## src/vcf_pkg.sv

```systemverilog
/*
  shared constants and types of the vibration comb filter: comb geometry,
  decimation, sample clock timing, rate codes and state records.
  assumes a 125 MHz system clock and 14-bit two's complement samples.
*/
package vcf_pkg;

  // ----------------------------------------------------------------
  // filter geometry
  // ----------------------------------------------------------------
  localparam int COMB_LEN    = 512;
  localparam int DECIM_RATIO = 2048;
  localparam int WIN_LEN     = 2 * COMB_LEN - 1;
  localparam int NORM_SHIFT  = 18;
  localparam int SAMPLE_W    = 14;
  localparam int ACC_W       = 34;
  localparam int WEIGHT_W    = 10;
  localparam int PHASE_W     = 11;

  localparam logic [PHASE_W-1:0]  WIN_START  = 11'h401;
  localparam logic [PHASE_W-1:0]  PHASE_LAST = 11'h7FF;
  localparam logic [PHASE_W-1:0]  COMB_LEN_P = 11'h200;
  localparam logic [PHASE_W-1:0]  WIN_LAST_J = 11'h3FE;
  localparam logic [WEIGHT_W-1:0] WEIGHT_PEAK = 10'h200;

  // ----------------------------------------------------------------
  // sample clock timing
  // ----------------------------------------------------------------
  localparam int CLK_PERIOD_NS  = 8;
  localparam int BASE_PERIOD_NS = 10000;
  localparam int BASE_DIV       = BASE_PERIOD_NS / CLK_PERIOD_NS;
  localparam int DIV_W          = 16;

  // ----------------------------------------------------------------
  // sample rate settings
  // ----------------------------------------------------------------
  typedef enum logic [2:0] {
    RATE_100K  = 3'b000,
    RATE_50K   = 3'b001,
    RATE_25K   = 3'b010,
    RATE_12K5  = 3'b011,
    RATE_6K25  = 3'b100,
    RATE_3K125 = 3'b101
  } vcf_rate_e;

  localparam vcf_rate_e RATE_RESET = RATE_100K;

  // ----------------------------------------------------------------
  // carriers and state records
  // ----------------------------------------------------------------
  typedef struct packed {
    logic signed [SAMPLE_W-1:0] x;
    logic signed [SAMPLE_W-1:0] y;
  } vcf_axes_s;

  typedef struct packed {
    logic signed [ACC_W-1:0]    acc;
    logic signed [SAMPLE_W-1:0] result;
    logic                       done;
  } vcf_acc_state_s;

  typedef struct packed {
    logic [DIV_W-1:0]   div_cnt;
    logic [PHASE_W-1:0] phase;
    vcf_rate_e          rate;
    logic               tick;
    logic [DIV_W-1:0]   gap;
  } vcf_top_state_s;

endpackage

```

## src/vcf_comb_filter.sv

```systemverilog
/*
  two-axis decimating anti-vibration comb filter with six sample rates.
  assumes converter samples are synchronous to clk_in and valid whenever
  sample_tick_out is high; the rate setting is a plain level input.
*/
// Behaviour
// - each axis passes through two cascaded moving-sum stages before output.
// - each comb stage spans 512 samples; result is squared normalized sum.
// - host sets configuration; host picks rejection versus output rate trade-off.
// - exactly six sample rates: 100, 50, 25, 12.5, 6.25, 3.125 kHz.
// - one output word per 2048 samples: 48.8 Hz down to 1.5 Hz.
// - clock choice and output rate come from the filter clock control.
`timescale 1ns/100ps

module vcf_comb_filter #(
  parameter int BASE_DIV = vcf_pkg::BASE_DIV
) (
  input  wire logic              clk_in,
  input  wire logic              sys_rst_in,
  input  wire logic [2:0]        filter_clock_control_in,
  input  wire vcf_pkg::vcf_axes_s adc_in,
  output logic                   sample_tick_out,
  output vcf_pkg::vcf_axes_s     result_out,
  output logic                   result_valid_out,
  output logic [2:0]             active_setting_out
);

  vcf_pkg::vcf_top_state_s s_q;
  vcf_pkg::vcf_top_state_s s_d;

  logic                            code_ok;
  logic                            chg;
  logic [vcf_pkg::DIV_W-1:0]       div_lim;
  logic [vcf_pkg::PHASE_W-1:0]     widx;
  logic [vcf_pkg::WEIGHT_W-1:0]    weight;
  logic                            take;
  logic                            dump;
  logic                            done_x;
  logic                            done_y;
  // each axis drives its own half; the struct is assembled in one place
  logic signed [vcf_pkg::SAMPLE_W-1:0] res_x;
  logic signed [vcf_pkg::SAMPLE_W-1:0] res_y;

  // ----------------------------------------------------------------
  // rate selection
  // ----------------------------------------------------------------
  // codes 6 and 7 are ignored so the filter never runs at an undefined rate
  assign code_ok = filter_clock_control_in <= vcf_pkg::RATE_3K125;
  assign chg     = code_ok && (filter_clock_control_in != s_q.rate);
  assign div_lim = vcf_pkg::DIV_W'(32'(BASE_DIV) << s_q.rate);

  // ----------------------------------------------------------------
  // window weight
  // ----------------------------------------------------------------
  always_comb begin
    widx   = vcf_pkg::PHASE_W'(s_q.phase - vcf_pkg::WIN_START);
    weight = '0;
    if (s_q.phase >= vcf_pkg::WIN_START) begin
      if (widx < vcf_pkg::COMB_LEN_P) begin
        weight = vcf_pkg::WEIGHT_W'(widx + 11'h001);
      end else begin
        weight = vcf_pkg::WEIGHT_W'(vcf_pkg::WIN_LAST_J + 11'h001 - widx);
      end
    end
  end

  assign take = s_q.tick && !chg;
  assign dump = s_q.phase == vcf_pkg::PHASE_LAST;

  // ----------------------------------------------------------------
  // sample clock divider and decimation counter
  // ----------------------------------------------------------------
  always_comb begin
    s_d      = s_q;
    s_d.tick = 1'h0;
    s_d.gap  = vcf_pkg::DIV_W'(s_q.gap + 16'h0001);
    if (chg) begin
      // restart timing so the first new result covers a full period
      s_d.rate    = vcf_pkg::vcf_rate_e'(filter_clock_control_in);
      s_d.div_cnt = '0;
      s_d.phase   = '0;
      s_d.gap     = '0;
    end else begin
      if (s_q.div_cnt == div_lim - 16'h0001) begin
        s_d.div_cnt = '0;
        s_d.tick    = 1'h1;
      end else begin
        s_d.div_cnt = vcf_pkg::DIV_W'(s_q.div_cnt + 16'h0001);
      end
      if (s_q.tick) begin
        s_d.phase = vcf_pkg::PHASE_W'(s_q.phase + 11'h001);
        s_d.gap   = '0;
      end
    end
  end

  always_ff @(posedge clk_in) begin
    if (sys_rst_in) begin
      s_q      <= '0;
      s_q.rate <= vcf_pkg::RATE_RESET;
    end else begin
      s_q <= s_d;
    end
  end

  // ----------------------------------------------------------------
  // per-axis comb filters
  // ----------------------------------------------------------------
  vcf_tri_acc u_acc_x (
    .clk_in          (clk_in),
    .sys_rst_in      (sys_rst_in),
    .clear_in        (chg),
    .sample_valid_in (take),
    .sample_in       (adc_in.x),
    .weight_in       (weight),
    .dump_in         (dump),
    .result_out      (res_x),
    .done_out        (done_x)
  );

  vcf_tri_acc u_acc_y (
    .clk_in          (clk_in),
    .sys_rst_in      (sys_rst_in),
    .clear_in        (chg),
    .sample_valid_in (take),
    .sample_in       (adc_in.y),
    .weight_in       (weight),
    .dump_in         (dump),
    .result_out      (res_y),
    .done_out        (done_y)
  );

  assign result_out         = {res_x, res_y};
  assign sample_tick_out    = s_q.tick;
  assign result_valid_out   = done_x;
  assign active_setting_out = s_q.rate;
endmodule

```

## src/vcf_tri_acc.sv

```systemverilog
/*
  one axis of the comb filter: weighted accumulate-and-dump.
  assumes the caller supplies the window weight per sample and marks
  the last sample of each decimation period with dump_in.
*/
`timescale 1ns/100ps

module vcf_tri_acc #(
  parameter int ACC_W    = vcf_pkg::ACC_W,
  parameter int SAMPLE_W = vcf_pkg::SAMPLE_W,
  parameter int WEIGHT_W = vcf_pkg::WEIGHT_W
) (
  input  wire logic                       clk_in,
  input  wire logic                       sys_rst_in,
  input  wire logic                       clear_in,
  input  wire logic                       sample_valid_in,
  input  wire logic signed [SAMPLE_W-1:0] sample_in,
  input  wire logic [WEIGHT_W-1:0]        weight_in,
  input  wire logic                       dump_in,
  output logic signed [SAMPLE_W-1:0]      result_out,
  output logic                            done_out
);

  vcf_pkg::vcf_acc_state_s s_q;
  vcf_pkg::vcf_acc_state_s s_d;
  logic signed [ACC_W-1:0] prod;
  logic signed [ACC_W-1:0] sum;

  // two cascaded length-512 moving sums sampled once per period equal a
  // triangular weighting of the last 1023 samples; no sample memory needed
  always_comb begin
    prod   = ACC_W'(sample_in) * ACC_W'($signed({1'h0, weight_in}));
    sum    = s_q.acc + prod;
    s_d    = s_q;
    s_d.done = 1'h0;
    if (clear_in) begin
      s_d.acc = '0;
    end else if (sample_valid_in) begin
      if (dump_in) begin
        // divide by 512 squared: the squared normalized sum
        s_d.result = SAMPLE_W'(sum >>> vcf_pkg::NORM_SHIFT);
        s_d.acc    = '0;
        s_d.done   = 1'h1;
      end else begin
        s_d.acc = sum;
      end
    end
  end

  always_ff @(posedge clk_in) begin
    if (sys_rst_in) begin
      s_q <= '0;
    end else begin
      s_q <= s_d;
    end
  end

  assign result_out = s_q.result;
  assign done_out   = s_q.done;

endmodule
```

## config.mk

```make
export PLATFORM = sky130hd
export DESIGN_NAME = vcf_comb_filter
export DESIGN_NICKNAME = d
export VERILOG_FILES = /design/src/vcf_pkg.sv /design/src/vcf_comb_filter.sv /design/src/vcf_tri_acc.sv
export SDC_FILE = /design/constraint.sdc
export NUM_CORES = 1
export LEC_CHECK = 0
export BUFFER_PORTS_ARGS = -buffer_cell sky130_fd_sc_hd__buf_4
export CAP_MARGIN = 20
export CORE_ASPECT_RATIO = 2
export CORE_UTILIZATION = 55
export CTS_CLUSTER_SIZE = 28
export DETAILED_ROUTE_END_ITERATION = 8
export PLACE_DENSITY_LB_ADDON = 0.15
export REMOVE_ABC_BUFFERS = 1
export SYNTH_ARGS = -nofsm -noshare
export SYNTH_HDL_FRONTEND = slang
export SYNTH_SLANG_ARGS = --single-unit
```

## constraint.sdc

```tcl
create_clock -name clk_in -period 18.4 [get_ports clk_in]
set_input_delay 1.84 -clock clk_in [delete_from_list [all_inputs] [get_ports clk_in]]
set_output_delay 1.84 -clock clk_in [all_outputs]
set_load 0.1 [all_outputs]
```

==> out/results.txt <==
status -> finished, final reports clean
max-slew violations -> 0
first-pass GRT wire length -> 82.8 mm
initial drt markers -> 714
GR Overflow Total -> 0
Fillers -> 3293
post-cts sizing count -> 0
largest net degree at the start of global routing -> 48
Slowest-stage cell, CP -> dfxtp_1
synth unique cells -> 83
vias in the first global route -> 16700
Static Leak -> 0.0103 uW
f_max -> 96.9 MHz
CTS sink cnt -> 124
Final Skew -> 14.5 ps
drt drc -> 0
CTS Root Cell -> clkbuf_16
Post-synth EDFFs -> 0
PortBufs -> 65
sum of negative setup slack -> 0 ps
area of the die -> 37300 um2
CTS Buf Count -> 17
worst hold margin -> 451 ps
worst-case clock buffer depth -> 2
Synth Cell Area -> 20100 um2
final hold vios -> 0
YS warnings -> 0
crit path time final -> 10320 ps
# hold bufs at CTS -> 0
number of max-cap violations -> 0
hpwl dp -> 40.2 mm
placed cells -> 2727
largest delay contributor family on the critical path -> adder cells
routed vias -> 15700
P&R area growth vs syn -> 5.82%
Die Ht -> 272 um
Area contributors post-synth -> fa_1 (31%), dfxtp_1 (12%), ha_1 (10%), inv_1 (7.4%), nand2_1 (4.6%)
Row Count -> 98
Yosys reg bits -> 124
async set or reset register ratio after synthesis -> 0%
Worst-Margin Slew -> 980 ps
WP data arrival -> 10700 ps
Setup-failing EPs final -> 0
period utilization -> 56.1%
placed cell areas -> 20600 um2
Initial DRT Pass Iterations -> 5
via/cell ratio -> 5.69
CP Class -> reg2reg
RePlAce Congestion -> 0.911
IO Pins -> 66
Post-CTS Setup Repair Bufs -> 0
RSZ-0062 raised after global routing -> no
Core ar. -> 35800 um2
Critical Path Sink Type -> flop
largest area contributor in the netlist -> fa_1
Syn Inst Count -> 2325
Die Span X -> 137 um
GRT Util Overall -> 29.1%
crit path max fanout -> 28
initial core utilization -> 56.1%
CP bufs+invs -> 4
Mean Syn Cell Area -> 8.64 um2
CP Launch Type -> flop
Pwr per Cell Area -> 31.4 nW/um2
CP dominant cell by count -> fa_1
Worst-path clk slew -> 70 ps
H-tree depth -> 4
WL/cell -> 18.4 um
Layout Cells excl Fill -> 2761
Detailed Route WL -> 50.8 mm
sequential area share after synthesis -> 12.4%
CP max stage delay -> 840 ps
Rel. slew slack -> 34.5%
Design Area, Final -> 21300 um2
clk_lat worst skew -> 460 ps
Tightest Hold Check Type -> reg2reg
initial antenna violation count -> 0
Final ANT Viol Nets -> 0
share of layout cells above drive strength 1 -> 6.80%
VDD IR max -> 0.0754 mV
CP required -> 18780 ps
CTS tree -> done
main flop type after synthesis -> dfxtp_1
nets -> 2810
Yosys top cell area share -> 31.1%
metal layers:
layer | GRT usage (%) | routed length, um | up-vias | part of all wire, %
met1 | 29.8 | 17500 | 7920 | 34
met5 | 0 | 0 | - | 0
li1 | - | - | 7289 | -
met3 | 3.13 | 1450 | 137 | 2.9
met4 | 17.2 | 3070 | 0 | 6.0
met2 | 55.1 | 28800 | 352 | 57
cells in the mapped netlist, drive strengths merged, types with 3 or more instances:
cell       n
o31ai      5
inv      396
and3      27
clkbuf    37
buf       92
xor2      61
o21ai     84
o21bai    12
a211oi    23
nor2     141
nor4      10
fa       312
a211o      4
a221o      4
nand2b     8
a22o       8
nor3b      5
nor3      27
xnor2     81
ha       168
a22oi     36
mux2i      5
a21o      33
and2     141
or2        3
nand3     35
nand3b     4
o211ai     4
or3        6
nand4     12
o21a      15
o2111ai    4
dfxtp    124
a21boi     4
a31oi     12
nor2b     14
o41ai      3
nand2    245
a21oi     85
power breakdown:
part / switching [uW] / internal, uW
Sequential: 1.84 / 269
Clock: 159 / 194
Combinational: 31.5 / 13.3
Total: 193 / 476
cells in the final DEF (no fill, tap or decap), types with 24 or more instances in the layout:
master | netlist | layout
a21o_1 | 32 | 32
ha_1 | 168 | 168
and2_1 | 141 | 141
fa_1 | 312 | 312
nor3_1 | 25 | 24
nand2_1 | 245 | 244
xnor2_1 | 81 | 81
dfxtp_1 | 124 | 124
a21oi_1 | 83 | 82
nand3_1 | 35 | 35
and3_1 | 26 | 26
buf_4 | 34 | 81
a22oi_1 | 36 | 36
o21ai_0 | 75 | 75
inv_1 | 396 | 396
xor2_1 | 61 | 61
nor2_1 | 136 | 132
worst min-delay path: cells and delay by family (launching register included):
| family | cells | cell delay, ps |
|---|---|---|
| and+or+nand+nor | 1 | 50 |
| AOI/OAI and AO/OA | 1 | 50 |
| DFF | 1 | 310 |
state kept, by name, summed over array words and instances, names as in the netlist:
name,count
active_setting_out,3
s_q,27
sample_tick_out,1
u_acc_x.done_out,1
u_acc_x.result_out,14
u_acc_x.s_q,32
u_acc_y.result_out,14
u_acc_y.s_q,32
path summary, 6_finish.rpt:
path | to | depth (start not counted) | start | slack (ps)
max | u_acc_y.result_out[13]$_SDFFE_PP0P_ | 33 | s_q[20]$_SDFFE_PP0P_ | 8080
max reg2reg | u_acc_y.result_out[13]$_SDFFE_PP0P_ | 33 | s_q[20]$_SDFFE_PP0P_ | 8080
min reg2reg | u_acc_y.result_out[3]$_SDFFE_PP0P_ | 2 | u_acc_y.result_out[3]$_SDFFE_PP0P_ | 450
min | u_acc_y.result_out[3]$_SDFFE_PP0P_ | 2 | u_acc_y.result_out[3]$_SDFFE_PP0P_ | 450
layout make-up:
| cell class | instances | area [um2] | area share, % |
|---|---|---|---|
| clock inverters | 15 | 170 | 0.800 |
| flip-flops and latches | 124 | 2480 | 11.7 |
| clock buffers | 17 | 425 | 2.00 |
| inverters | 397 | 1490 | 7.01 |
| repair buffers | 82 | 633 | 2.98 |
| diodes | 1 | 2.50 | 0.0118 |
| well taps | 450 | 563 | 2.65 |
| multi-input cells | 1675 | 15500 | 72.9 |
stage by stage:
stage	util, %	setup WS (ps)	power (uW)
global route	59.4	7490	689
finish	59.4	8080	669
global placement	57.6	8320	321
detailed placement	57.6	8070	321
CTS	59.3	8030	675
floorplan	-	9190	296
kinds of logic after synthesis:
group                    after synthesis  share of synthesized area, %
AND/OR/NAND/NOR                      686                          16.6
buffers and inverters                526                          10.7
adder cells (fa/ha/maj)              480                          41.5
AO/OA/AOI/OAI                        360                          12.3
XOR/XNOR                             142                          6.19
flip-flops                           124                          12.4
multiplexers                           7                         0.361
Note: power is estimated with default switching activity, not from simulation.
